**config.mk**
```make
export PLATFORM = sky130hd
export DESIGN_NAME = branch_and_addr_subtract_exec
export DESIGN_NICKNAME = d
export VERILOG_FILES = /design/src/rtl/branch_and_addr_subtract_exec.v /design/src/rtl/cond_check.v /design/src/rtl/circ_subtract.v
export VERILOG_INCLUDE_DIRS = /design/src /design/src/rtl
export SDC_FILE = /design/constraint.sdc
export NUM_CORES = 2
export LEC_CHECK = 0
export BUFFER_PORTS_ARGS = -buffer_cell sky130_fd_sc_hd__buf_4
export CAP_MARGIN = 10
export CORE_ASPECT_RATIO = 0.8
export CORE_MARGIN = 3
export CORE_UTILIZATION = 60
export DETAILED_ROUTE_END_ITERATION = 10
export GPL_ROUTABILITY_DRIVEN = 0
export PLACE_DENSITY = 0.77
export SLEW_MARGIN = 20
export SYNTH_ARGS = -nofsm -noshare
export SYNTH_HDL_FRONTEND = slang
export SYNTH_HIERARCHICAL = 1
export SYNTH_SLANG_ARGS = --single-unit
export TNS_END_PERCENT = 10
```
**constraint.sdc**
```tcl
create_clock -name pclk -period 10.5 [get_ports pclk]
set_input_delay 1.05 -clock pclk [delete_from_list [all_inputs] [get_ports pclk]]
set_output_delay 1.05 -clock pclk [all_outputs]
set_load 0.05 [all_outputs]
```
**src/rtl/exec_consts.vh**
```
// Purpose: constants for the branch and address-subtract execution block
// Assumes: 32-bit APB data, byte addresses, 125 MHz pclk
// Notes:   header only, no logic
`ifndef EXEC_CONSTS_VH
`define EXEC_CONSTS_VH
// register byte offsets
`define ADDR_INSTR0   8'h00
`define ADDR_INSTR1   8'h04
`define ADDR_CTRL     8'h08
`define ADDR_FLAGS    8'h0c
`define ADDR_PC       8'h10
`define ADDR_MEMOP    8'h14
`define ADDR_ACC_IDX  8'h18
`define ADDR_ACC_LO   8'h1c
`define ADDR_ACC_HI   8'h20
`define ADDR_XAR_IDX  8'h24
`define ADDR_XAR      8'h28
`define ADDR_CYCLES   8'h2c
`define ADDR_CIRC     8'h30
// ctrl fields
`define CTRL_GO       0
`define CTRL_IBUF_HIT 1
`define CTRL_REPEAT   2
`define CTRL_BUSY     8
`define CTRL_REJECT   9
// flags fields
`define FL_TC1        0
`define FL_TC2        1
`define FL_CARRY      2
`define FL_ACOV_LSB   4
`define FL_COMPAT     8
`define FL_WIDE       9
`define FL_CIRC_LSB   16
// first opcode bytes (top seven bits where the low bit is parallel enable)
`define OP_XSUB       7'h0a
`define OP_XSUB_B1LO  4'h1
`define OP_B_ACC      8'h91
`define OP_B_L7       7'h25
`define OP_B_L16      7'h03
`define OP_B_P24      8'h6a
`define OP_TEST_HI    4'hf
`define OP_TEST_TC1   4'h2
`define OP_TEST_TC2   4'h3
`define OP_BCC_L8     7'h02
`define OP_BCC_L16    8'h6d
// instruction sizes in bytes
`define SZ2           24'h00_0002
`define SZ3           24'h00_0003
`define SZ4           24'h00_0004
// cycle costs
`define CYC_ONE       4'h1
`define CYC_B_ACC     4'ha
`define CYC_B_REL     4'h6
`define CYC_B_HIT     4'h3
`define CYC_B_P24     4'h5
`define CYC_BCC_T     4'h6
`define CYC_BCC_F     4'h5
// index of coefficient pointer in extended address file
`define XIDX_COEF     4'h8
`define XAR_LAST      4'h8
`endif

```
**src/rtl/branch_and_addr_subtract_exec.v**
```verilog
// Purpose: executes extended address subtract, branches and memory AND test
// Assumes: software loads instruction bytes over APB and pulses go
// Notes:   one instruction at a time; busy holds for its cycle cost
`timescale 1ns/1ps
`default_nettype none
`include "exec_consts.vh"
// Function
// RQ1 - extended subtract writes destination minus source, full width, into destination
// RQ2 - circular mode bit set on auxiliary destination wraps result in buffer
// RQ3 - accumulator branch loads PC with low 24 accumulator bits, 10 cycles
// RQ4 - accumulator branch is two bytes, fixed first byte, low bits pick accumulator
// RQ5 - short and long relative branches jump to label, 6 cycles
// RQ6 - relative branch costs 3 cycles when target is already buffered
// RQ7 - absolute branch loads 24-bit address, four bytes, 5 cycles
// RQ8 - no branch accepted as target of single-instruction repeat
// RQ9 - memory AND immediate sets test flag if nonzero, clears if zero, 1 cycle
// RQ10 - first byte picks test flag; AND result not written back
// RQ11 - conditional branch tests one condition field, jumps only when true
// RQ12 - condition sees flag updates one cycle late
// RQ13 - conditional branch costs 6 taken, 5 not taken
// RQ14 - conditional forms: 3 and 4 bytes carry 7-bit condition then offset
// RQ15 - conditions use overflow, carry, test flags, compat and wide mode
// RQ16 - compat mode compares accumulator with zero on full 40 bits
// RQ17 - testing an overflow flag clears it
module branch_and_addr_subtract_exec (
   input  wire        pclk,      // core clock
   input  wire        presetn,   // async reset, active low
   input  wire        psel,      // apb select
   input  wire        penable,   // apb access phase
   input  wire        pwrite,    // apb direction
   input  wire [7:0]  paddr,     // apb byte address
   input  wire [31:0] pwdata,    // apb write data
   output reg  [31:0] prdata,    // apb read data
   output reg         pready,    // apb ready
   output reg         pslverr,   // apb error, unmapped address
   output reg  [23:0] pc_out     // program counter
);
   localparam IDLE = 1'b0;
   localparam BUSY = 1'b1;

   reg        state;
   reg [3:0]  remain;
   reg [31:0] instr0;
   reg [7:0]  instr1;
   reg        ibuf_hit;
   reg        repeat_on;
   reg        reject;
   reg [23:0] pc;
   reg [15:0] memop;
   reg [1:0]  acc_idx;
   reg [3:0]  xar_idx;
   reg [3:0]  cycles;
   reg [31:0] circ_cfg;
   reg        tc1;
   reg        tc2;
   reg        carry;
   reg [3:0]  acov;
   reg        compat;
   reg        wide;
   reg [7:0]  circ_bits;
   reg [9:0]  flags_late;
   reg [39:0] acc [0:3];
   reg [22:0] xar [0:8];

   reg [23:0] next_pc;
   reg [3:0]  next_cost;
   reg        next_reject;
   reg        next_tc1;
   reg        next_tc2;
   reg [3:0]  next_acov;
   reg        xar_we;
   reg        exec_ok;
   reg        is_branch;
   reg        hit_addr;
   reg [31:0] rd;

   wire [7:0]  b0 = instr0[31:24];
   wire [7:0]  b1 = instr0[23:16];
   wire [7:0]  b2 = instr0[15:8];
   wire [7:0]  b3 = instr0[7:0];
   wire [3:0]  x_src = b1[7:4];
   wire [3:0]  x_dst = b2[7:4];
   wire [22:0] x_res;
   wire        take;
   wire [3:0]  ovf_clr;
   wire        wr_en = psel & penable & pready & pwrite;
   wire        go = wr_en & (paddr == `ADDR_CTRL) & pwdata[`CTRL_GO] & (state == IDLE);

   // relative target: offset counts from the next instruction
   function [23:0] rel_target;
      input [23:0] base;
      input [15:0] off;
      input [23:0] size;
      begin
         rel_target = base + size + {{8{off[15]}}, off};
      end
   endfunction

   // condition flags come from a one-cycle-late copy; the accumulator is read directly
   cond_check u_cond (
      .cond    (b1[6:0]),                                    // [RQ11] [RQ14]
      .acc     (acc[b1[1:0]]),
      .acov    (flags_late[7:4]),                            // [RQ12]
      .carry   (flags_late[2]),
      .tc1     (flags_late[0]),
      .tc2     (flags_late[1]),
      .compat  (flags_late[8]),
      .wide    (flags_late[9]),
      .take    (take),
      .ovf_clr (ovf_clr)
   );

   circ_subtract u_sub (
      .dst     (xar[x_dst]),
      .src     (xar[x_src]),
      .circ_en (circ_bits[x_dst[2:0]] & (x_dst != `XIDX_COEF)), // [RQ2]
      .start   (circ_cfg[15:0]),
      .size    (circ_cfg[31:16]),
      .result  (x_res)
   );

   // decode and execute the loaded instruction
   always @*
   begin
      next_pc     = pc;
      next_cost   = `CYC_ONE;
      next_reject = 1'b0;
      next_tc1    = tc1;
      next_tc2    = tc2;
      next_acov   = acov;
      xar_we      = 1'b0;
      exec_ok     = 1'b1;
      is_branch   = 1'b1;
      hit_addr    = 1'b0;
      if (b0[7:1] == `OP_XSUB && b1[3:0] == `OP_XSUB_B1LO)
      begin
         is_branch = 1'b0;
         xar_we    = (x_src <= `XAR_LAST) && (x_dst <= `XAR_LAST); // [RQ1]
         next_pc   = pc + `SZ3;
      end
      else if (b0 == `OP_B_ACC)
      begin
         next_pc   = acc[b1[1:0]][23:0];                     // [RQ3] [RQ4]
         next_cost = `CYC_B_ACC;                             // [RQ3]
      end
      else if (b0[7:1] == `OP_B_L7)
      begin
         next_pc   = rel_target(pc, {{9{b1[6]}}, b1[6:0]}, `SZ2); // [RQ5]
         next_cost = ibuf_hit ? `CYC_B_HIT : `CYC_B_REL;     // [RQ6]
      end
      else if (b0[7:1] == `OP_B_L16)
      begin
         next_pc   = rel_target(pc, {b1, b2}, `SZ3);         // [RQ5]
         next_cost = ibuf_hit ? `CYC_B_HIT : `CYC_B_REL;     // [RQ6]
      end
      else if (b0 == `OP_B_P24)
      begin
         next_pc   = {b1, b2, b3};                           // [RQ7]
         next_cost = `CYC_B_P24;                             // [RQ7]
      end
      else if (b0[7:4] == `OP_TEST_HI && (b0[3:0] == `OP_TEST_TC1 || b0[3:0] == `OP_TEST_TC2))
      begin
         is_branch = 1'b0;
         // only the picked test flag and pc change; memory keeps its value
         hit_addr  = ((memop & {b2, b3}) != 16'h0000);        // [RQ9]
         if (b0[3:0] == `OP_TEST_TC1)
            next_tc1 = hit_addr;                             // [RQ10]
         else
            next_tc2 = hit_addr;                             // [RQ10]
         next_pc = pc + `SZ4;
      end
      else if (b0[7:1] == `OP_BCC_L8)
      begin
         next_pc   = take ? rel_target(pc, {{8{b2[7]}}, b2}, `SZ3) : pc + `SZ3; // [RQ11]
         next_cost = take ? `CYC_BCC_T : `CYC_BCC_F;         // [RQ13]
         next_acov = acov & ~ovf_clr;                        // [RQ17]
      end
      else if (b0 == `OP_BCC_L16)
      begin
         next_pc   = take ? rel_target(pc, {b2, b3}, `SZ4) : pc + `SZ4; // [RQ11]
         next_cost = take ? `CYC_BCC_T : `CYC_BCC_F;         // [RQ13]
         next_acov = acov & ~ovf_clr;                        // [RQ17]
      end
      else
      begin
         is_branch = 1'b0;
         exec_ok   = 1'b0;
      end
      if (is_branch && repeat_on)
         exec_ok = 1'b0;                                     // [RQ8]
      if (!exec_ok)
      begin
         next_reject = 1'b1;
         next_pc     = pc;
         next_cost   = `CYC_ONE;
         next_tc1    = tc1;
         next_tc2    = tc2;
         next_acov   = acov;
         xar_we      = 1'b0;
      end
   end

   // read mux
   always @*
   begin
      rd = 32'h0000_0000;
      case (paddr)
         `ADDR_INSTR0:  rd = instr0;
         `ADDR_INSTR1:  rd = {24'h00_0000, instr1};
         `ADDR_CTRL:    rd = {22'h00_0000, reject, state, 5'h00, repeat_on, ibuf_hit, 1'b0};
         `ADDR_FLAGS:   rd = {8'h00, circ_bits, 6'h00, wide, compat, acov, 1'b0, carry, tc2, tc1};
         `ADDR_PC:      rd = {8'h00, pc};
         `ADDR_MEMOP:   rd = {16'h0000, memop};
         `ADDR_ACC_IDX: rd = {30'h0000_0000, acc_idx};
         `ADDR_ACC_LO:  rd = acc[acc_idx][31:0];
         `ADDR_ACC_HI:  rd = {24'h00_0000, acc[acc_idx][39:32]};
         `ADDR_XAR_IDX: rd = {28'h000_0000, xar_idx};
         `ADDR_XAR:     rd = {9'h000, xar[xar_idx]};
         `ADDR_CYCLES:  rd = {28'h000_0000, cycles};
         `ADDR_CIRC:    rd = circ_cfg;
         default:       rd = 32'h0000_0000;
      endcase
   end

   // apb answer: ready in the cycle after setup, no wait states
   always @(posedge pclk or negedge presetn)
   begin
      if (!presetn)
      begin
         pready  <= 1'b0;
         prdata  <= 32'h0000_0000;
         pslverr <= 1'b0;
      end
      else
      begin
         pready <= psel & ~penable;
         if (psel & ~penable)
         begin
            prdata  <= pwrite ? 32'h0000_0000 : rd;
            pslverr <= (paddr > `ADDR_CIRC) | (paddr[1:0] != 2'b00);
         end
      end
   end

   // execution state, flags and register files
   always @(posedge pclk or negedge presetn)
   begin : seq
      integer i;
      if (!presetn)
      begin
         state      <= IDLE;
         remain     <= 4'h0;
         instr0     <= 32'h0000_0000;
         instr1     <= 8'h00;
         ibuf_hit   <= 1'b0;
         repeat_on  <= 1'b0;
         reject     <= 1'b0;
         pc         <= 24'h00_0000;
         pc_out     <= 24'h00_0000;
         memop      <= 16'h0000;
         acc_idx    <= 2'h0;
         xar_idx    <= 4'h0;
         cycles     <= 4'h0;
         circ_cfg   <= 32'h0000_0000;
         tc1        <= 1'b0;
         tc2        <= 1'b0;
         carry      <= 1'b0;
         acov       <= 4'h0;
         compat     <= 1'b0;
         wide       <= 1'b0;
         circ_bits  <= 8'h00;
         flags_late <= 10'h000;
         for (i = 0; i < 4; i = i + 1)
            acc[i] <= 40'h00_0000_0000;
         for (i = 0; i < 9; i = i + 1)
            xar[i] <= 23'h00_0000;
      end
      else
      begin
         // flags reach the condition logic one cycle late
         flags_late <= {wide, compat, acov, 1'b0, carry, tc2, tc1}; // [RQ12]
         pc_out     <= pc;
         if (state == BUSY)
         begin
            remain <= remain - 4'h1;
            if (remain == 4'h1)
               state <= IDLE;
         end
         if (wr_en && state == IDLE)
         begin
            case (paddr)
               `ADDR_INSTR0:  instr0 <= pwdata;
               `ADDR_INSTR1:  instr1 <= pwdata[7:0];
               `ADDR_CTRL:
               begin
                  ibuf_hit  <= pwdata[`CTRL_IBUF_HIT];
                  repeat_on <= pwdata[`CTRL_REPEAT];
               end
               `ADDR_FLAGS:
               begin
                  tc1       <= pwdata[`FL_TC1];
                  tc2       <= pwdata[`FL_TC2];
                  carry     <= pwdata[`FL_CARRY];
                  acov      <= pwdata[`FL_ACOV_LSB+3:`FL_ACOV_LSB];
                  compat    <= pwdata[`FL_COMPAT];
                  wide      <= pwdata[`FL_WIDE];
                  circ_bits <= pwdata[`FL_CIRC_LSB+7:`FL_CIRC_LSB];
               end
               `ADDR_PC:      pc <= pwdata[23:0];
               `ADDR_MEMOP:   memop <= pwdata[15:0];
               `ADDR_ACC_IDX: acc_idx <= pwdata[1:0];
               `ADDR_ACC_LO:  acc[acc_idx][31:0] <= pwdata;
               `ADDR_ACC_HI:  acc[acc_idx][39:32] <= pwdata[7:0];
               `ADDR_XAR_IDX: xar_idx <= (pwdata[3:0] > `XAR_LAST) ? `XAR_LAST : pwdata[3:0];
               `ADDR_XAR:     xar[xar_idx] <= pwdata[22:0];
               `ADDR_CIRC:    circ_cfg <= pwdata;
               default:       cycles <= cycles;
            endcase
         end
         // go commits architectural results at once, busy covers the cost
         if (go)
         begin
            pc     <= next_pc;
            reject <= next_reject;
            tc1    <= next_tc1;
            tc2    <= next_tc2;
            acov   <= next_acov;
            cycles <= next_cost;
            remain <= next_cost;
            state  <= BUSY;
            if (xar_we)
               xar[x_dst] <= x_res;                          // [RQ1] [RQ2]
         end
      end
   end
endmodule // branch_and_addr_subtract_exec
`default_nettype wire

```
**src/rtl/cond_check.v**
```verilog
// Purpose: evaluate one branch condition against delayed flags
// Assumes: flag inputs are already one cycle late
// Notes:   combinational
`timescale 1ns/1ps
`default_nettype none
module cond_check (
   input  wire [6:0]  cond,      // condition field
   input  wire [39:0] acc,       // accumulator picked by cond[1:0]
   input  wire [3:0]  acov,      // accumulator overflow flags
   input  wire        carry,     // carry flag
   input  wire        tc1,       // first test flag
   input  wire        tc2,       // second test flag
   input  wire        compat,    // legacy compatibility mode
   input  wire        wide,      // 40-bit overflow mode
   output reg         take,      // condition true
   output reg  [3:0]  ovf_clr    // overflow flag consumed
);
   reg w40;
   reg neg;
   reg zero;
   // legacy mode forces full-width zero compare
   always @*
   begin
      w40     = wide | compat;                               // [RQ16] [RQ15]
      neg     = w40 ? acc[39] : acc[31];
      zero    = w40 ? (acc == 40'h00_0000_0000) : (acc[31:0] == 32'h0000_0000);
      take    = 1'b0;
      ovf_clr = 4'h0;
      case (cond[6:5])
         2'b00:
         begin
            case (cond[4:2])
               3'h0:    take = zero;
               3'h1:    take = ~zero;
               3'h2:    take = neg;
               3'h3:    take = neg | zero;
               3'h4:    take = ~neg & ~zero;
               default: take = ~neg;
            endcase
         end
         2'b01:
         begin
            take = acov[cond[1:0]] ^ cond[2];
            ovf_clr[cond[1:0]] = 1'b1;                        // [RQ17]
         end
         2'b10:   take = carry ^ cond[0];
         default: take = (cond[0] ? tc2 : tc1) ^ cond[1];
      endcase
   end
endmodule // cond_check
`default_nettype wire

```
**src/rtl/circ_subtract.v**
```verilog
// Purpose: extended address subtract with optional circular wrap
// Assumes: circular buffer lives in the low 16 bits
// Notes:   combinational
`timescale 1ns/1ps
`default_nettype none
module circ_subtract (
   input  wire [22:0] dst,       // destination value
   input  wire [22:0] src,       // source value
   input  wire        circ_en,   // circular mode for this register
   input  wire [15:0] start,     // buffer start
   input  wire [15:0] size,      // buffer size
   output reg  [22:0] result     // value written back
);
   reg [16:0] low;
   reg [16:0] top;
   always @*
   begin
      low = {1'b0, dst[15:0]} - {1'b0, src[15:0]};
      top = {1'b0, start} + {1'b0, size};
      result = dst - src;                                    // [RQ1]
      // wrap once; a step larger than the buffer is not folded fully
      if (circ_en)
      begin
         if (low[16] || (low < {1'b0, start}))
            low = low + {1'b0, size};                         // [RQ2]
         else if (low >= top)
            low = low - {1'b0, size};                         // [RQ2]
         result = {dst[22:16], low[15:0]};
      end
   end
endmodule // circ_subtract
`default_nettype wire

```
==> load_flow_metrics.sql <==
INSERT INTO impl_metrics (metric_group, metric, value, unit) VALUES
('sta', 'max_freq', '130.0', 'MHz'),
('final_layout', 'number_of_nets_in_the_layout', '4575', ''),
('final_layout', 'drive_gt1_share', '20.17', '%'),
('critical_path', 'reg2reg_from', 'instr0[12]$_DFFE_PN0P_', ''),
('clocking', 'cts_max_path_buffers', '3', ''),
('power', 'peakVddDrop', '0.1359', 'mV'),
('critical_path', 'worst_ep_arrival_time', '8230', 'ps'),
('placement', 'final_hpwl_dp', '106.1', 'mm'),
('sta', 'maxSlewHeadroom', '20.27', '%'),
('detailed_routing', 'remaining_drc_errors', '4', ''),
('critical_path', 'crit_path_max_fanout', '36', ''),
('global_route', 'overflow', '0', ''),
('sta', 'slew_viol_final', '0', ''),
('hold_path', 'timing.hold.worst_path_depth', '0', ''),
('final_layout', 'summed_area_of_non_filler_cells_in_the_final_layout', '47300', 'µm²'),
('detailed_routing', 'postRouteWirelength', '156.2', 'mm'),
('floorplanning', 'die_area', '76370', 'µm²'),
('synthesis', 'postSynthAreaPerCell', '9.953', 'µm²'),
('sta', 'timing.final.crit_share', '73.25', '%'),
('synthesis', 'synth_nets', '4668', ''),
('synthesis', 'synth_seq_cells', '581', ''),
('clocking', 'cts_root_buf', 'clkbuf_16', ''),
('floorplanning', 'start_util', '61.40', '%'),
('power', 'leakagePower', '0.02216', 'µW'),
('clocking', 'worst_skew_pair.late_latency', '650', 'ps'),
('clocking', 'cts.hold.buffers_added', '0', ''),
('detailed_routing', 'drtIter0Drc', '6429', ''),
('global_route', 'grt_pass1_wl', '231.6', 'mm'),
('critical_path', 'crit_path_end_kind', 'flip-flop', ''),
('floorplanning', 'die_h', '247.8', 'µm'),
('critical_path', 'critical_path.startpoint_type', 'flip-flop', ''),
('synthesis', 'synth.yosys.warnings', '6', ''),
('status', 'status', 'finished, violations left', ''),
('hold_path', 'hold_end', 'flags_late[8]$_DFF_PN0_', ''),
('synthesis', 'synth_ff_type', 'dfrtp_1', ''),
('floorplanning', 'placementRows', '87', ''),
('detailed_routing', 'avgRoutedWirePerCell', '29.47', 'µm'),
('clocking', 'cts_tree', 'built', ''),
('power', 'pwr_density_cell', '107.1', 'nW/µm²'),
('global_route', 'grt_pass1_vias', '36590', ''),
('critical_path', 'timing_worst_setup_path_type', 'reg2reg', ''),
('sta', 'finalCriticalPeriod', '7691', 'ps'),
('placement', 'dpl_worst_slack', '3179', 'ps'),
('status', 'violated_checks', 'DRC', ''),
('final_layout', 'final.fill_count', '5605', ''),
('synthesis', 'post_synth_instance_area', '43840', 'µm²'),
('clocking', 'tritoncts_num_sinks', '581', ''),
('placement', 'post_dp_cell_area', '45120', 'µm²'),
('sta', 'worst-slew-pin-transition', '1180', 'ps'),
('clocking', 'ctsResizeCount', '0', ''),
('global_route', 'track_usage', '40.36', '%'),
('final_layout', 'most-common-layout-cells', 'dfrtp_1, a21oi_1, nor2_1, mux2_2, mux2i_1', ''),
('placement', 'placement.io_buffers', '102', ''),
('detailed_routing', 'vias_per_cell', '7.379', ''),
('synthesis', 'async_flop_share', '100.0', '%'),
('sta', 'timing.final.setup_violations', '0', ''),
('synthesis', 'syn-instance-count', '4405', ''),
('sta', 'grt_setup_unrepaired', 'false', ''),
('power', 'p_total', '5064', 'µW'),
('floorplanning', 'die-width', '308.2', 'µm'),
('floorplanning', 'pin_count', '103', ''),
('final_layout', 'area_growth', '7.882', '%'),
('sta', 'final.setup_skew', '37.49', 'ps'),
('critical_path', 'setup.reg_to_reg.worst_slack', '2810', 'ps'),
('floorplanning', 'design.core.area', '71410', 'µm²'),
('flow_run', 'cap_viol_max_count', '0', ''),
('global_route', 'pin_count_of_the_biggest_net_entering_global_routing', '165', ''),
('clocking', 'postCtsSetupBuffers', '0', ''),
('clocking', 'clk_pin_slew_worst_paths', '60', 'ps'),
('synthesis', 'synth_sequential_area_ratio', '33.16', '%'),
('sta', 'timing.setup.tns', '0', 'ps');
Yosys cell counts (15+ instances only):
cell,count,area (µm²)
buf_2,40,200.2
dfrtp_1,581,14540
xor2_1,65,569.3
nand2_1,251,942.2
a22o_1,48,420.4
nor3_1,61,305.3
nand4_1,37,231.5
buf_4,15,112.6
clkbuf_1,234,878.3
o211ai_1,42,315.3
a221oi_1,34,297.8
a21o_1,57,427.9
nor2_1,401,1505
and2_1,17,106.4
a22oi_1,46,345.3
mux2i_1,252,2522
nand2b_1,32,200.2
o21bai_1,19,142.6
mux4_2,221,4977
mux2_2,264,2973
ha_1,211,2640
o21ai_0,145,725.7
or3_1,18,112.6
a31oi_1,35,219.0
xnor2_1,94,823.3
a21oi_1,442,2212
a222oi_1,23,230.2
nand3_1,51,255.2
buf_1,50,187.7
o22ai_1,60,375.4
nor2b_1,42,262.8
and3_1,21,131.4
a211oi_1,33,247.7
o21a_1,28,210.2
inv_1,151,566.8
logic make-up (layout without fill, tap and decap cells):
family	count (synthesis)	count (layout)	synth area share [%]
AO/OA/AOI/OAI	1175	1175	17.45
AND/OR/NAND/NOR	1035	1035	11.37
multiplexers	737	737	23.89
flip-flops	581	581	33.16
buffers and inverters	499	457	4.592
adder cells (fa/ha/maj)	219	219	6.364
XOR/XNOR	159	159	3.176
other	0	3	0
metrics by stage:
step | cells | utilization, % | hold slack, ps
after floorplan | 4405 | - | 351.9
after global placement | 5177 | 63.17 | 390.9
after detailed placement | 5177 | 63.18 | 391.2
after CTS | 5296 | 66.18 | 403.9
after global routing | 5297 | 66.23 | 417.3
final | 5300 | 66.24 | 412.9
how the worst max path moves through the flow:
stage                            from                 end  slack [ps]  cells past startpoint
3_5_place_dp   instr0[12]$_DFFE_PN0P_  xar[198]$_DFF_PN0_        3180                     23
2_1_floorplan  instr0[12]$_DFFE_PN0P_  xar[115]$_DFF_PN0_        4420                     26
5_1_grt        instr0[12]$_DFFE_PN0P_   xar[37]$_DFF_PN0_        2460                     23
4_1_cts        instr0[12]$_DFFE_PN0P_  xar[198]$_DFF_PN0_        3170                     23
6_report       instr0[12]$_DFFE_PN0P_  xar[198]$_DFF_PN0_        2810                     21
3_3_place_gp   instr0[12]$_DFFE_PN0P_  xar[175]$_DFF_PN0_        3510                     23
metal layers:
| metal | wire length [µm] | up-vias | track usage (%) |
|---|---|---|---|
| li1 | - | 16310 | - |
| met1 | 59480 | 18980 | 55.96 |
| met2 | 61490 | 3171 | 55.22 |
| met3 | 26480 | 633 | 16.34 |
| met4 | 8593 | 16 | 18.50 |
| met5 | 133 | - | 0 |
report_power, final:
| group | switching [µW] | internal (µW) |
|---|---|---|
| sequential | 10.9 | 2240 |
| combinational | 324 | 137 |
| clock | 1020 | 1330 |
| total | 1360 | 3710 |
critical path: stages, from the launching register on:
cell       delay (ps)
dfrtp_4           770
nor2_1            380
and2_1            460
buf_4             390
a21oi_1           120
o22ai_1           340
ha_1              350
o21a_1            130
o31a_1            150
a21oi_1           760
ha_1              460
o21bai_1          270
a21oi_1           220
o211ai_1          140
a21oi_1           230
o31ai_1           120
a221oi_1          730
a221o_1           270
a221oi_1           90
o2bb2ai_1         850
nor2_1            120
a21oi_1           200
sequential cells by signal, summed over array words and instances, names as in the netlist, 2 cells and up:
name and count:
acov 4, instr0 32, circ_bits 8, remain 4, prdata 32, instr1 8, xar_idx 4, memop 16
acc_idx 2, cycles 4, acc 160, pc 24, xar 207, pc_out 24, circ_cfg 32, flags_late 9
cell type report:
cell class,count,area (µm²),area share [%]
clock inverter,25,231.5,0.4894
antenna,3,7.507,0.01587
inverter,154,579.3,1.225
multi-input combinational,3325,27410,57.96
sequential,581,14570,30.79
timing repair buffer,184,1426,3.016
clock buffer,94,1908,4.034
tap,934,1169,2.471
Note: power is estimated with default switching activity, not from simulation.
